===== config.mk =====
export PLATFORM = sky130hd
export DESIGN_NAME = prco_top
export DESIGN_NICKNAME = d
export VERILOG_FILES = /design/src/prco_pkg.sv /design/src/prco_rst_if.sv /design/src/prco_rst_chan.sv /design/src/prco_top.sv
export SDC_FILE = /design/constraint.sdc
export NUM_CORES = 1
export LEC_CHECK = 0
export ABC_CLOCK_PERIOD_IN_PS = 1100
export BUFFER_PORTS_ARGS = -buffer_cell sky130_fd_sc_hd__buf_2
export CAP_MARGIN = 20
export CELL_PAD_IN_SITES_DETAIL_PLACEMENT = 2
export CELL_PAD_IN_SITES_GLOBAL_PLACEMENT = 2
export CORE_ASPECT_RATIO = 1.1
export CORE_MARGIN = 5
export CORE_UTILIZATION = 28
export CTS_CLUSTER_SIZE = 16
export DETAILED_ROUTE_END_ITERATION = 16
export PLACE_DENSITY = 0.71
export REMOVE_ABC_BUFFERS = 1
export SLEW_MARGIN = 0
export SYNTH_ARGS = -nofsm -noshare
export SYNTH_HDL_FRONTEND = slang
export SYNTH_SLANG_ARGS = --single-unit

===== constraint.sdc =====
create_clock -name SYS_CLK_IN -period 1.1 [get_ports SYS_CLK_IN]
set_input_delay 0.055 -clock SYS_CLK_IN [delete_from_list [all_inputs] [get_ports SYS_CLK_IN]]
set_output_delay 0.055 -clock SYS_CLK_IN [all_outputs]
set_load 0.1 [all_outputs]

===== src/prco_pkg.sv =====
package prco_pkg;
    // -------------------------------------------------------------
    // register map
    // -------------------------------------------------------------
    localparam logic [11:0] PRCO_OFS_RST0 = 12'h004;
    localparam logic [11:0] PRCO_OFS_CLKCTRL = 12'h008;
    localparam int PRCO_NUM_RST = 11;
    // reset request bit positions, in line index order
    localparam int PRCO_BIT_DMA = 0;
    localparam int PRCO_BIT_WATCHDOG0_RESET = 1;
    localparam int PRCO_BIT_IO0 = 2;
    localparam int PRCO_BIT_IO1 = 3;
    localparam int PRCO_BIT_TIMER0_RESET = 5;
    localparam int PRCO_BIT_TMR1 = 6;
    localparam int PRCO_BIT_TMR2 = 7;
    localparam int PRCO_BIT_TIMER3_RESET = 8;
    localparam int PRCO_BIT_AS0 = 11;
    localparam int PRCO_BIT_SS0 = 13;
    localparam int PRCO_BIT_SS1 = 14;
    localparam int PRCO_BIT_TW0 = 16;
    // -------------------------------------------------------------
    // clock control fields
    // -------------------------------------------------------------
    localparam int PRCO_BIT_INRO_RDY = 29;
    localparam int PRCO_BIT_BAUD_RDY = 28;
    localparam int PRCO_BIT_PRIM_RDY = 27;
    localparam int PRCO_BIT_EXTH_RDY = 24;
    localparam int PRCO_BIT_BAUD_VS = 21;
    localparam int PRCO_BIT_BAUD_EN = 20;
    localparam int PRCO_BIT_PRIM_EN = 19;
    localparam int PRCO_BIT_EXTH_EN = 16;
    localparam int PRCO_LSB_PRIM_DIV = 14;
    localparam int PRCO_BIT_SW_RDY = 13;
    localparam int PRCO_LSB_SEL = 9;
    localparam logic [1:0] PRCO_RSV_HI = 2'h1;
    localparam logic [5:0] PRCO_RSV_LO = 6'h08;
    localparam logic [1:0] PRCO_DNM_RST = 2'h0;
    localparam logic [2:0] PRCO_SEL_RST = 3'h4;
    localparam logic [2:0] PRCO_SEL_EXTH = 3'h2;
    localparam logic [2:0] PRCO_SEL_INRO = 3'h3;
    localparam logic [2:0] PRCO_SEL_PRIM = 3'h4;
    localparam logic [2:0] PRCO_SEL_BAUD = 3'h5;
    localparam logic [2:0] PRCO_SEL_EXTP = 3'h7;
    localparam logic PRCO_BAUD_EN_RST = 1'b0;
    localparam logic PRCO_PRIM_EN_RST = 1'b1;
    localparam logic PRCO_EXTH_EN_RST = 1'b0;
    localparam logic [31:0] PRCO_SLVERR_DATA = 32'h0000_0000;
    // cycles a stale synced switch done is ignored after a select write
    localparam logic [1:0] PRCO_SW_BLANK = 2'h3;
endpackage : prco_pkg


===== src/prco_rst_if.sv =====
`timescale 1ns/1ps
interface prco_rst_if #(parameter int N = 11);
    logic [N-1:0] set_req;
    logic [N-1:0] done;
    logic [N-1:0] pending;
    logic [N-1:0] line;
    modport ctl (input set_req, input done, output pending, output line);
    modport usr (output set_req, output done, input pending, input line);
endinterface : prco_rst_if


===== src/prco_rst_chan.sv =====
`timescale 1ns/1ps
module prco_rst_chan #(
    parameter int N = 11
) (
    input wire logic clk_in,
    input wire logic rst_b_in,
    prco_rst_if.ctl rif
);
    logic [N-1:0] pend_q;
    logic [N-1:0] pend_d;
    // -------------------------------------------------------------
    // per line request latch
    // -------------------------------------------------------------
    genvar g;
    generate
        for (g = 0; g < N; g++) begin : g_ch
            // set wins over a simultaneous done
            always_comb begin
                pend_d[g] = pend_q[g];
                if (rif.done[g]) begin
                    pend_d[g] = 1'b0; // see (RL2)
                end
                if (rif.set_req[g]) begin
                    pend_d[g] = 1'b1;
                end
            end
        end
    endgenerate
    always_ff @(posedge clk_in or negedge rst_b_in) begin
        if (!rst_b_in) begin
            pend_q <= '0;
        end else begin
            pend_q <= pend_d;
        end
    end
    assign rif.pending = pend_q;
    assign rif.line = pend_q; // see (RL12)

    a_hold_until_done: assert property (@(posedge clk_in) // see (RL2)
        disable iff (!rst_b_in)
        (pend_q != '0 && rif.done == '0 && rif.set_req == '0)
        |=> (pend_q == $past(pend_q)))
        else $error("reset request dropped without done");
endmodule : prco_rst_chan


===== src/prco_top.sv =====
// What this block does
// (RL1) bits 5..8 written one reset timers 0..3.
// (RL2) request bit stays set until peripheral reports reset done; two-wire bit 16 has no done input and clears itself two cycles after set.
// (RL3) bit 0 dma, bit 1 watchdog0, bits 2,3 io ports 0,1.
// (RL4) bit 11 async serial0, 13/14 sync serial, 16 two-wire, write one.
// (RL5) ready flags 29,28,27,24 report oscillator running and ready.
// (RL6) enables: baud bit 20 rst 0, primary 19 rst 1, ext 16 rst 0.
// (RL7) prescaler 15:14 divides primary oscillator by 1,2,4,8.
// (RL8) switch ready bit 13 low from select change until switchover done.
// (RL9) bit 21 picks baud oscillator supply: 0 regulated 1V, 1 core.
// (RL10) software keeps bits 18:17 at reset value.
// (RL11) select 11:9 resets to 4; write clears switch ready at once.
// (RL12) reset line held while request set, released with bit on done; two-wire bit 16 drives no line, others lag the bit by one cycle.
`timescale 1ns/1ps
module prco_top (
    input wire logic SYS_CLK_IN,
    input wire logic RST_B_IN,
    input wire logic PSEL_IN,
    input wire logic PENABLE_IN,
    input wire logic PWRITE_IN,
    input wire logic [11:0] PADDR_IN,
    input wire logic [31:0] PWDATA_IN,
    input wire logic [3:0] PSTRB_IN,
    output logic [31:0] PRDATA_OUT,
    output logic PREADY_OUT,
    output logic PSLVERR_OUT,
    input wire logic [10:0] RST_DONE_IN,
    output logic [10:0] PERIPH_RST_OUT,
    input wire logic INRO_RDY_IN,
    input wire logic BAUD_RDY_IN,
    input wire logic PRIM_RDY_IN,
    input wire logic EXTH_RDY_IN,
    input wire logic SW_DONE_IN,
    output logic BAUD_EN_OUT,
    output logic PRIM_EN_OUT,
    output logic EXTH_EN_OUT,
    output logic BAUD_OSC_SUPPLY_SELECT_OUT,
    output logic [1:0] PRIM_DIV_OUT,
    output logic [2:0] SYSTEM_OSCILLATOR_SEL_OUT
);
    localparam int N = prco_pkg::PRCO_NUM_RST;
    localparam int POS [N] = '{prco_pkg::PRCO_BIT_DMA,
        prco_pkg::PRCO_BIT_WATCHDOG0_RESET, prco_pkg::PRCO_BIT_IO0,
        prco_pkg::PRCO_BIT_IO1, prco_pkg::PRCO_BIT_TIMER0_RESET,
        prco_pkg::PRCO_BIT_TMR1, prco_pkg::PRCO_BIT_TMR2,
        prco_pkg::PRCO_BIT_TIMER3_RESET, prco_pkg::PRCO_BIT_AS0,
        prco_pkg::PRCO_BIT_SS0, prco_pkg::PRCO_BIT_SS1};
    // two-wire is kept apart so the channel count stays 11 plus one
    // -------------------------------------------------------------
    // synchronisers for asynchronous status inputs
    // -------------------------------------------------------------
    localparam int NS = N + 5;
    logic [NS-1:0] s1_q;
    logic [NS-1:0] s2_q;
    logic [NS-1:0] s_raw;
    assign s_raw = {RST_DONE_IN, INRO_RDY_IN, BAUD_RDY_IN, PRIM_RDY_IN,
        EXTH_RDY_IN, SW_DONE_IN};
    always_ff @(posedge SYS_CLK_IN or negedge RST_B_IN) begin
        if (!RST_B_IN) begin
            s1_q <= '0;
            s2_q <= '0;
        end else begin
            s1_q <= s_raw;
            s2_q <= s1_q;
        end
    end
    logic [N-1:0] done_s;
    logic inro_s, baud_s, prim_s, exth_s, swd_s;
    assign done_s = s2_q[NS-1 -: N];
    assign inro_s = s2_q[4];
    assign baud_s = s2_q[3];
    assign prim_s = s2_q[2];
    assign exth_s = s2_q[1];
    assign swd_s = s2_q[0];
    // -------------------------------------------------------------
    // apb decode
    // -------------------------------------------------------------
    logic acc, wr, hit_rst, hit_clk, full_wr;
    assign acc = PSEL_IN && PENABLE_IN;
    assign wr = acc && PWRITE_IN;
    assign hit_rst = (PADDR_IN == prco_pkg::PRCO_OFS_RST0);
    assign hit_clk = (PADDR_IN == prco_pkg::PRCO_OFS_CLKCTRL);
    assign full_wr = wr && hit_clk;
    // per-lane write mask
    logic [31:0] wmask;
    always_comb begin
        for (int i = 0; i < 32; i++) begin
            wmask[i] = PSTRB_IN[i/8];
        end
    end
    logic [31:0] wbits;
    assign wbits = PWDATA_IN & wmask;
    // -------------------------------------------------------------
    // reset requests
    // -------------------------------------------------------------
    prco_rst_if #(.N(N + 1)) rif ();
    logic [N:0] set_req;
    genvar g;
    generate
        for (g = 0; g < N; g++) begin : g_set
            // see (RL1) see (RL3) see (RL4)
            assign set_req[g] = wr && hit_rst && wbits[POS[g]];
        end
    endgenerate
    // see (RL4)
    assign set_req[N] = wr && hit_rst && wbits[prco_pkg::PRCO_BIT_TW0];
    logic tw_done_q;
    assign rif.set_req = set_req;
    assign rif.done = {tw_done_q, done_s};
    prco_rst_chan #(.N(N + 1)) u_chan (
        .clk_in(SYS_CLK_IN),
        .rst_b_in(RST_B_IN),
        .rif(rif)
    );
    // two-wire has no done pin: it completes one cycle after set
    always_ff @(posedge SYS_CLK_IN or negedge RST_B_IN) begin
        if (!RST_B_IN) begin
            tw_done_q <= 1'b0;
        end else begin
            tw_done_q <= rif.pending[N];
        end
    end
    // -------------------------------------------------------------
    // switch ready blanking
    // -------------------------------------------------------------
    // synced done lags a select write by the sync depth: ignore it
    // briefly, so the switch unit must drop done within one cycle
    logic [1:0] blank_q, blank_d;
    always_comb begin
        blank_d = blank_q;
        if (full_wr && PSTRB_IN[1]) begin
            blank_d = prco_pkg::PRCO_SW_BLANK;
        end else if (blank_q != 2'h0) begin
            blank_d = blank_q - 2'h1;
        end
    end
    always_ff @(posedge SYS_CLK_IN or negedge RST_B_IN) begin
        if (!RST_B_IN) begin
            blank_q <= 2'h0;
        end else begin
            blank_q <= blank_d;
        end
    end
    // -------------------------------------------------------------
    // clock control state
    // -------------------------------------------------------------
    logic baud_en_q, prim_en_q, exth_en_q, vs_q, swrdy_q;
    logic baud_en_d, prim_en_d, exth_en_d, vs_d, swrdy_d;
    logic [1:0] div_q, div_d, dnm_q, dnm_d;
    logic [2:0] sel_q, sel_d;
    always_comb begin
        baud_en_d = baud_en_q;
        prim_en_d = prim_en_q;
        exth_en_d = exth_en_q;
        vs_d = vs_q;
        div_d = div_q;
        dnm_d = dnm_q;
        sel_d = sel_q;
        swrdy_d = swrdy_q;
        if (swd_s && blank_q == 2'h0) begin
            swrdy_d = 1'b1; // see (RL8)
        end
        if (full_wr && PSTRB_IN[2]) begin
            baud_en_d = PWDATA_IN[prco_pkg::PRCO_BIT_BAUD_EN]; // see (RL6)
            prim_en_d = PWDATA_IN[prco_pkg::PRCO_BIT_PRIM_EN];
            exth_en_d = PWDATA_IN[prco_pkg::PRCO_BIT_EXTH_EN];
            vs_d = PWDATA_IN[prco_pkg::PRCO_BIT_BAUD_VS]; // see (RL9)
            dnm_d = PWDATA_IN[18:17]; // see (RL10)
        end
        if (full_wr && PSTRB_IN[1]) begin
            div_d = PWDATA_IN[prco_pkg::PRCO_LSB_PRIM_DIV +: 2]; // see (RL7)
            sel_d = PWDATA_IN[prco_pkg::PRCO_LSB_SEL +: 3];
            swrdy_d = 1'b0; // see (RL11)
        end
    end
    always_ff @(posedge SYS_CLK_IN or negedge RST_B_IN) begin
        if (!RST_B_IN) begin
            baud_en_q <= prco_pkg::PRCO_BAUD_EN_RST;
            prim_en_q <= prco_pkg::PRCO_PRIM_EN_RST;
            exth_en_q <= prco_pkg::PRCO_EXTH_EN_RST;
            vs_q <= 1'b0;
            div_q <= 2'h0;
            dnm_q <= prco_pkg::PRCO_DNM_RST;
            sel_q <= prco_pkg::PRCO_SEL_RST; // see (RL11)
            swrdy_q <= 1'b0;
        end else begin
            baud_en_q <= baud_en_d;
            prim_en_q <= prim_en_d;
            exth_en_q <= exth_en_d;
            vs_q <= vs_d;
            div_q <= div_d;
            dnm_q <= dnm_d;
            sel_q <= sel_d;
            swrdy_q <= swrdy_d;
        end
    end
    // -------------------------------------------------------------
    // read mux, one wait-free access cycle
    // -------------------------------------------------------------
    logic [31:0] clk_rd, rst_rd, rd_d, rd_q;
    logic slv_d, slv_q, rdy_q;
    always_comb begin
        rst_rd = '0;
        for (int i = 0; i < N; i++) begin
            rst_rd[POS[i]] = rif.pending[i];
        end
        rst_rd[prco_pkg::PRCO_BIT_TW0] = rif.pending[N];
    end
    always_comb begin
        clk_rd = '0;
        clk_rd[31:30] = prco_pkg::PRCO_RSV_HI;
        // baud, primary and ext flags gated by enable: a stale ready never shows when off
        clk_rd[prco_pkg::PRCO_BIT_INRO_RDY] = inro_s; // see (RL5)
        clk_rd[prco_pkg::PRCO_BIT_BAUD_RDY] = baud_s && baud_en_q;
        clk_rd[prco_pkg::PRCO_BIT_PRIM_RDY] = prim_s && prim_en_q;
        clk_rd[prco_pkg::PRCO_BIT_EXTH_RDY] = exth_s && exth_en_q;
        clk_rd[prco_pkg::PRCO_BIT_BAUD_VS] = vs_q;
        clk_rd[prco_pkg::PRCO_BIT_BAUD_EN] = baud_en_q;
        clk_rd[prco_pkg::PRCO_BIT_PRIM_EN] = prim_en_q;
        clk_rd[18:17] = dnm_q;
        clk_rd[prco_pkg::PRCO_BIT_EXTH_EN] = exth_en_q;
        clk_rd[prco_pkg::PRCO_LSB_PRIM_DIV +: 2] = div_q;
        clk_rd[prco_pkg::PRCO_BIT_SW_RDY] = swrdy_q;
        clk_rd[prco_pkg::PRCO_LSB_SEL +: 3] = sel_q;
        clk_rd[5:0] = prco_pkg::PRCO_RSV_LO;
    end
    always_comb begin
        rd_d = rd_q;
        slv_d = 1'b0;
        if (PSEL_IN && !PENABLE_IN) begin
            slv_d = !(hit_rst || hit_clk);
            if (!PWRITE_IN && hit_rst) begin
                rd_d = rst_rd;
            end else if (!PWRITE_IN && hit_clk) begin
                rd_d = clk_rd;
            end else begin
                rd_d = prco_pkg::PRCO_SLVERR_DATA;
            end
        end
    end
    always_ff @(posedge SYS_CLK_IN or negedge RST_B_IN) begin
        if (!RST_B_IN) begin
            rd_q <= '0;
            slv_q <= 1'b0;
            rdy_q <= 1'b0;
        end else begin
            rd_q <= rd_d;
            slv_q <= slv_d;
            rdy_q <= PSEL_IN && !PENABLE_IN;
        end
    end
    // -------------------------------------------------------------
    // outputs
    // -------------------------------------------------------------
    logic [10:0] prst_q;
    always_ff @(posedge SYS_CLK_IN or negedge RST_B_IN) begin
        if (!RST_B_IN) begin
            prst_q <= '0;
        end else begin
            prst_q <= rif.line[N-1:0]; // see (RL12)
        end
    end
    assign PERIPH_RST_OUT = prst_q;
    assign PRDATA_OUT = rd_q;
    assign PREADY_OUT = rdy_q;
    assign PSLVERR_OUT = slv_q;
    assign BAUD_EN_OUT = baud_en_q;
    assign PRIM_EN_OUT = prim_en_q;
    assign EXTH_EN_OUT = exth_en_q;
    assign BAUD_OSC_SUPPLY_SELECT_OUT = vs_q;
    assign PRIM_DIV_OUT = div_q;
    assign SYSTEM_OSCILLATOR_SEL_OUT = sel_q;

    a_sel_clears_rdy: assert property (@(posedge SYS_CLK_IN) // see (RL11)
        disable iff (!RST_B_IN)
        (full_wr && PSTRB_IN[1]) |=> !swrdy_q)
        else $error("switch ready not cleared by select write");
    a_rdy_on_done: assert property (@(posedge SYS_CLK_IN) // see (RL8)
        disable iff (!RST_B_IN)
        (swd_s && blank_q == 2'h0 && !(full_wr && PSTRB_IN[1]))
        |=> swrdy_q)
        else $error("switch ready not set after switchover");
    a_timer_req: assert property (@(posedge SYS_CLK_IN) // see (RL1)
        disable iff (!RST_B_IN)
        (wr && hit_rst && wbits[prco_pkg::PRCO_BIT_TIMER0_RESET])
        |=> ##1 PERIPH_RST_OUT[4])
        else $error("timer0 reset line not raised");
    a_dma_req: assert property (@(posedge SYS_CLK_IN) // see (RL3)
        disable iff (!RST_B_IN)
        (wr && hit_rst && wbits[prco_pkg::PRCO_BIT_DMA])
        |=> rst_rd[prco_pkg::PRCO_BIT_DMA])
        else $error("dma request bit not set");
    a_exth_flag_off: assert property (@(posedge SYS_CLK_IN) // see (RL5)
        disable iff (!RST_B_IN)
        (PSEL_IN && !PENABLE_IN && !PWRITE_IN && hit_clk && !exth_en_q)
        |=> !PRDATA_OUT[prco_pkg::PRCO_BIT_EXTH_RDY])
        else $error("ready shown for disabled oscillator");
    a_prim_en_out: assert property (@(posedge SYS_CLK_IN) // see (RL6)
        disable iff (!RST_B_IN)
        (full_wr && PSTRB_IN[2])
        |=> PRIM_EN_OUT == $past(PWDATA_IN[19]))
        else $error("primary enable not taken");
    a_div_out: assert property (@(posedge SYS_CLK_IN) // see (RL7)
        disable iff (!RST_B_IN)
        (full_wr && PSTRB_IN[1])
        |=> PRIM_DIV_OUT == $past(PWDATA_IN[15:14]))
        else $error("prescaler not taken");
    a_supply_sel: assert property (@(posedge SYS_CLK_IN) // see (RL9)
        disable iff (!RST_B_IN)
        (full_wr && PSTRB_IN[2])
        |=> BAUD_OSC_SUPPLY_SELECT_OUT == $past(PWDATA_IN[21]))
        else $error("supply select mismatch");
    a_serial_req: assert property (@(posedge SYS_CLK_IN) // see (RL4)
        disable iff (!RST_B_IN)
        (wr && hit_rst && wbits[prco_pkg::PRCO_BIT_SS1])
        |=> ##1 PERIPH_RST_OUT[10])
        else $error("sync serial1 reset not raised");
endmodule : prco_top


==> results_dict.tcl, run 1 <==
set metrics [dict create \
    nFillCells 1134 \
    netSwitchingFraction_pct 23.3 \
    insertedDiodeCount 0 \
    drt_wl_total_um 9910 \
    worstRegToRegCells 4 \
    start_util_pct 28.2 \
    die_y_um 125 \
    synth-edff-count 0 \
    yosysWarnings 0 \
    cts_tree "yes" \
    hold_depth 3 \
    hold_ws_ns 0.00166 \
    cpLargestDelayFamily "simple AND/OR/NAND/NOR gates" \
    grt_overflow_total 0 \
    place.gp.congestion 0.720 \
    comb_power_share_pct 10.1 \
    dr.pass1.iters 4 \
    synthCells 236 \
    yosysSeqAreaShare_pct 72.2 \
    r2r_slack_ns -0.07 \
    insertion_delay_ns 0.34 \
    die_x_um 115 \
    power.density_nw_per_um2 1290 \
    post_synth_instance_area_sq_um 3370 \
    synth_area_per_cell_sq_um 14.3 \
    final_area_sq_um 5710 \
    reg2reg_from "blank_q[0]" \
    p_int_uw 5660 \
    grt_pass1_wl_um 15400 \
    wl_per_cell_um 17.7 \
    cts-root-buf "clkbuf_16" \
    slowest_delay_ns 0.64 \
    leakagePower_uw 0.00273 \
    min_to "u_chan.rif.line[2]" \
    drive_gt1_share_pct 43.8 \
    power_frac_seq_pct 50.4 \
    grt_pass1_vias 2865 \
    drtAntennaViolNets 0 \
    finish.utilization_pct 47.8 \
    via_per_inst 4.33 \
    yosysMostFrequentCell "dfrtp_1" \
    synth_top_area_share_pct 70.6 \
    end_kind "flip-flop" \
    dieArea_sq_um 14300 \
    clkTransAtPathRegs_ns 0.06 \
    area_growth_syn_to_layout_pct 69.6 \
    cp.arrival_ns 1.65 \
    crit_slowest_cell "or4_4" \
    cp-start-kind "input pin" \
    synth_area_leaders "dfrtp_1, a22o_1, nand2_1" \
    period_minus_slack_ns 1.43 \
    cts.sinks 97 \
    finClkSkew_ns 0.00286 \
    setup_viol 54 \
    cts_buffers 9 \
    rsz0062_at_grt "yes" \
    clkPwrFrac_pct 39.5 \
    num_vias 2422 \
    crit_required_ns 1.32 \
    peakVddDrop_mv 0.685 \
    fmaxAchievable_mhz 700 \
    post-route-period-util_pct 130 \
    async_flop_share_pct 100 \
    hold_viol 0 \
    antenna_found_initial 0 \
    path_common_cell "or4_4" \
    setup_slack_ns -0.329 \
    core_area_sq_um 11900 \
    switchingPower_uw 1720 \
    num-nets-final 471 \
    pin_count 123 \
    path_cells "buf_6 -> or4_4 -> or4_4 -> mux2_4" \
    dp_hpwl_um 7000 \
    yosys-top-cells-count "dfrtp_1, nand2_1, a22o_1" \
    drv_slew 0 \
    reg2reg_to "blank_q[1]" \
    synthDistinctLibCells 32 \
    crit_path_max_fanout 6 \
    drc_errors 0 \
    critPathBufInv 1 \
    drt_iter0_markers 33 \
    multiInputGateArea_sq_um 832 \
    port_buffers 102 \
    cts_buffer_depth 2 \
    synth_area_leader_cell "dfrtp_1" \
    grt_max_degree 29 \
    htree_levels 3 \
    placedInstanceArea_sq_um 4860 \
    worstHoldStart "PWDATA_IN[2]" \
    outcome "finished, violations left" \
    num_rows 42 \
    regArea_sq_um 2430 \
    grtUsageTotal_pct 14.2 \
    yosys_register_bits 97 \
    maxCapViolCount 0 \
    violations "negative setup slack" \
    hp-class "input pin to flip-flop" \
    synth_ff_type "dfrtp_1" \
    worstSetupPathType "input pin to flip-flop" \
]
[worst reg2reg max path, delay by kind of cell, from the launching register on]
family | cells | cell delay [ns]
flip-flops | 1 | 0.40
buffers and inverters | 1 | 0.09
adder cells (fa/ha/maj) | 1 | 0.22
AND/OR/NAND/NOR | 1 | 0.05
multiplexers | 1 | 0.35
[stage by stage]
| stage | total power (uW) | setup slack, ns | setup TNS, ns | std cells |
|---|---|---|---|---|
| 2_1_floorplan | 4080 | -0.991 | -31.51 | 221 |
| 3_3_place_gp | 4350 | -0.720 | -32.71 | 499 |
| 3_5_place_dp | 4400 | -0.747 | -33.88 | 499 |
| 4_1_cts | 7470 | -0.322 | -8.53 | 556 |
| 5_1_grt | 7700 | -0.344 | -12.46 | 560 |
| 6_report | 7370 | -0.329 | -9.80 | 560 |
[state kept, by name, summed over array words and instances, names as in the netlist, 3 cells and up]
signal                     count
PRDATA_OUT                    25
u_chan.rif.line               12
s1_q                          16
s2_q                          16
SYSTEM_OSCILLATOR_SEL_OUT      3
PERIPH_RST_OUT                11
[placed cells by master (no fill, tap or decap), types with 2 or more instances in the layout]
cell | Yosys | layout
dfrtp_1 | 95 | 94
buf_2 | 4 | 51
buf_12 | 0 | 51
dlygate4sd3_1 | 0 | 36
nand2_1 | 28 | 25
buf_4 | 12 | 18
a22o_1 | 16 | 16
inv_1 | 15 | 15
buf_6 | 2 | 13
clkbuf_16 | 0 | 9
o21ai_1 | 1 | 7
mux2_2 | 7 | 7
conb_1 | 1 | 7
nor4_4 | 2 | 5
mux2_4 | 5 | 5
a21oi_1 | 4 | 4
a22oi_1 | 4 | 4
nand4_1 | 4 | 4
o21ai_0 | 11 | 4
or4_4 | 2 | 3
nand2_2 | 0 | 3
clkbuf_1 | 3 | 3
dfstp_2 | 2 | 2
or4b_4 | 0 | 2
nand3_1 | 3 | 2
nor2_1 | 3 | 2
clkbuf_8 | 0 | 2
[final cells by class]
cell class                      instances  share of cell area, %
Timing Repair Buffer                  169                   33.6
Clock buffer                           14                   4.63
Tap cell                              154                   3.38
Multi-Input combinational cell        109                   14.6
Inverter                               15                  0.987
Clock inverter                          2                  0.219
Sequential cell                        97                   42.6
[power groups by stage]
stage / Sequential (uW) / Combinational, uW / Clock [uW]
6_report: 3720 / 742 / 2910
5_1_grt: 3720 / 808 / 3170
4_1_cts: 3720 / 740 / 3020
3_5_place_dp: 3780 / 623 / 0
3_3_place_gp: 3770 / 584 / 0
2_1_floorplan: 3790 / 283 / 0
[what timing repair did]
item                                    4_1_cts  5_1_grt
hold endpoints to repair                    132        0
endpoints found under the setup margin       54       53
buffers inserted                              4        4
hold buffers                                 36        0
gates resized for setup                      24       15
pin swaps                                     7        6
cloned                                        1        0
[metal layers]
metal  up-vias  track usage, %  share of wire [%]
met3         8            3.87                5.6
li1       1108               -                  -
met5         -               0                  0
met2        76            25.2                 54
met4         0            4.82                1.0
met1      1230            16.4                 39
[cells by family after synthesis]
group	share of synthesized area (%)
DFF	72.2
and+or+nand+nor	8.59
AOI/OAI and AO/OA	7.96
buffers and inverters	5.95
muxes	4.57
adders and majority gates	0.372
other	0.111
xor gates and xnor gates	0.260
[worst max-delay path by stage]
| stage | start | endpoint | slack (ns) | depth (start not counted) |
|---|---|---|---|---|
| 5_1_grt | PADDR_IN[10] | PRIM_DIV_OUT[1] | -0.34 | 4 |
| 3_3_place_gp | PADDR_IN[9] | PRIM_DIV_OUT[1] | -0.72 | 4 |
| 2_1_floorplan | PADDR_IN[9] | PRDATA_OUT[0] | -0.99 | 3 |
| 6_report | PADDR_IN[10] | PRIM_DIV_OUT[1] | -0.33 | 4 |
| 3_5_place_dp | PADDR_IN[9] | dnm_q[0] | -0.75 | 6 |
| 4_1_cts | PADDR_IN[10] | PRIM_DIV_OUT[1] | -0.32 | 4 |
Power figures use the tool's default switching activity.
==> run 2: changes to the inputs <==
--- a/config.mk
+++ b/config.mk
@@ -12,12 +12,13 @@
 export CELL_PAD_IN_SITES_GLOBAL_PLACEMENT = 2
 export CORE_ASPECT_RATIO = 1.1
 export CORE_MARGIN = 5
-export CORE_UTILIZATION = 28
+export CORE_UTILIZATION = 29
 export CTS_CLUSTER_SIZE = 16
 export DETAILED_ROUTE_END_ITERATION = 16
-export PLACE_DENSITY = 0.71
+export PLACE_DENSITY = 0.72
 export REMOVE_ABC_BUFFERS = 1
 export SLEW_MARGIN = 0
 export SYNTH_ARGS = -nofsm -noshare
 export SYNTH_HDL_FRONTEND = slang
+export SYNTH_HIERARCHICAL = 1
 export SYNTH_SLANG_ARGS = --single-unit
==> results_dict.tcl, run 2 <==
set metrics [dict create \
    end_kind "flip-flop" \
    setup_viol 54 \
    finClkSkew_ns 0.00829 \
    period_minus_slack_ns 1.41 \
    multiInputGateArea_sq_um 878 \
    synth_ff_type "dfrtp_1" \
    drv_slew 0 \
    place.gp.congestion 0.707 \
    crit_path_max_fanout 6 \
    final_area_sq_um 5600 \
    post-route-period-util_pct 128 \
    yosysMostFrequentCell "dfrtp_1" \
    drc_errors 0 \
    async_flop_share_pct 100 \
    grt_overflow_total 0 \
    hp-class "input pin to flip-flop" \
    grt_max_degree 27 \
    post_synth_instance_area_sq_um 3480 \
    crit_required_ns 1.32 \
    yosys-top-cells-count "dfrtp_1, buf_4, a22o_1" \
    nFillCells 1178 \
    dieArea_sq_um 14300 \
    use_met3_pct 3.35 \
    synth_area_leaders "dfrtp_1, buf_4, a22o_1" \
    power.density_nw_per_um2 1370 \
    drt_wl_total_um 10200 \
    r2r_slack_ns 0.01 \
    grt_pass1_wl_um 15900 \
    synthCells 241 \
    area_growth_syn_to_layout_pct 61.1 \
    antenna_found_initial 0 \
    num_vias 2411 \
    cts_buffer_depth 2 \
    use_met1_pct 16.6 \
    rsz0062_at_grt "yes" \
    met2_usage_pct 26.6 \
    cts.sinks 97 \
    dp_hpwl_um 7450 \
    mostFrequentLayoutCells "dfrtp_1, buf_2, buf_12" \
    outcome "finished, violations left" \
    die_y_um 125 \
    busiest_layer "met2" \
    insertedDiodeCount 0 \
    violations "negative setup slack" \
    hold_viol 0 \
    htree_levels 3 \
    yosysWarnings 6 \
    peakVddDrop_mv 0.591 \
    leakagePower_uw 0.00283 \
    cts_tree "yes" \
    die_x_um 114 \
    cts_buffers 9 \
    start_util_pct 29.3 \
    cp.arrival_ns 1.63 \
    synth_top_area_share_pct 68.4 \
    regArea_sq_um 2430 \
    dr.pass1.iters 4 \
    fmaxAchievable_mhz 709 \
    synth_area_per_cell_sq_um 14.4 \
    pin_count 123 \
    num-nets-final 452 \
    synth_area_leader_cell "dfrtp_1" \
    maxCapViolCount 0 \
    cts-root-buf "clkbuf_16" \
    yosys_register_bits 97 \
    via_per_inst 4.46 \
    num_rows 42 \
    placedInstanceArea_sq_um 4840 \
    layout_commonest_cell "dfrtp_1" \
    drt_iter0_markers 60 \
    grtUsageTotal_pct 14.8 \
    port_buffers 102 \
    insertion_delay_ns 0.34 \
    wl_per_cell_um 18.8 \
    clkTransAtPathRegs_ns 0.06 \
    cp-start-kind "input pin" \
    worstSetupPathType "input pin to flip-flop" \
    core_area_sq_um 11900 \
    drtAntennaViolNets 0 \
    synthDistinctLibCells 36 \
    hold_ws_ns 0.0539 \
    setup_slack_ns -0.310 \
    yosysSeqAreaShare_pct 69.9 \
    grt_pass1_vias 2886 \
    drive_gt1_share_pct 45.2 \
    synth-edff-count 0 \
    largest_reg_flops 25 \
]
-- run 2: changes by cell type in the layout (fill, tap and decap cells not counted), sizes merged, moves of 6 or more --
cell	before	now
dlygate4sd3	36	28
and3	0	15
buf	133	127
o21ai	12	5
nand2	28	9
a21o	1	13
-- run 2: critical path, cell delays in order --
cell and delay (ns):
buf_6 0.09, or4_4 0.55, nor4_4 0.25, buf_6 0.18, nand4_4 0.16, mux2_4 0.34
-- run 2: final timing paths --
check | depth (start not counted) | startpoint | end
min in group asynchronous | 2 | RST_B_IN | PRDATA_OUT[21]
worst max-delay path | 6 | PADDR_IN[7] | EXTH_EN_OUT
worst max register to register | 4 | blank_q[0] | swrdy_q
worst min register to register | 0 | s1_q[13] | s2_q[13]
worst min-delay path | 3 | PWDATA_IN[0] | u_chan/rif.line[0]
max in group asynchronous | 3 | RST_B_IN | PRIM_DIV_OUT[1]
-- run 2: report_power, final --
group / switching (uW) / internal [uW]
clock: 1280 / 1830
sequential: 60.4 / 3670
combinational: 475 / 339
total: 1810 / 5840
-- run 2: cells by family (layout without fill, tap and decap cells) --
| kind of cell | Yosys count | in the layout | share of synthesized area (%) |
|---|---|---|---|
| buffers and inverters | 46 | 186 | 7.92 |
| flip-flops | 97 | 97 | 69.9 |
| AND/OR/NAND/NOR | 39 | 39 | 7.88 |
| multiplexers | 11 | 11 | 3.56 |
| XOR/XNOR | 1 | 1 | 0.252 |
| other | 1 | 7 | 0.108 |
| AO/OA/AOI/OAI | 45 | 45 | 10.0 |
| adder cells (fa/ha/maj) | 1 | 1 | 0.360 |
-- run 2: final cells by class --
class | instances | area share, %
Sequential cell | 97 | 43.4
Multi-Input combinational cell | 104 | 15.7
Clock inverter | 4 | 0.939
Clock buffer | 12 | 4.40
Tap cell | 154 | 3.44
Timing Repair Buffer | 155 | 31.1
Inverter | 15 | 1.01
-- run 2: layer usage --
metal | up-vias | wire length (um)
met5 | - | 0
met3 | 18 | 425
met2 | 71 | 5700
met4 | 0 | 254
li1 | 1078 | -
met1 | 1244 | 3810
-- run 2: per-stage QoR --
step | util, % | setup TNS, ns | total power [uW] | std cells | setup WS, ns
finish | 47.1 | -11.16 | 7650 | 541 | -0.310
global route | 47.1 | -13.66 | 8000 | 541 | -0.349
CTS | 46.6 | -9.84 | 7740 | 539 | -0.285
detailed placement | 40.8 | -28.90 | 4400 | 489 | -0.677
global placement | 40.8 | -27.45 | 4350 | 489 | -0.629
floorplan | - | -21.18 | 4070 | 216 | -0.568
-- run 2: what timing repair did --
action	CTS	global route
gates resized for setup	15	13
pin swaps	2	8
endpoints found under the setup margin	53	54
hold buffers	28	0
hold endpoints to repair	99	0
setup buffers	5	2
gates cloned	1	0
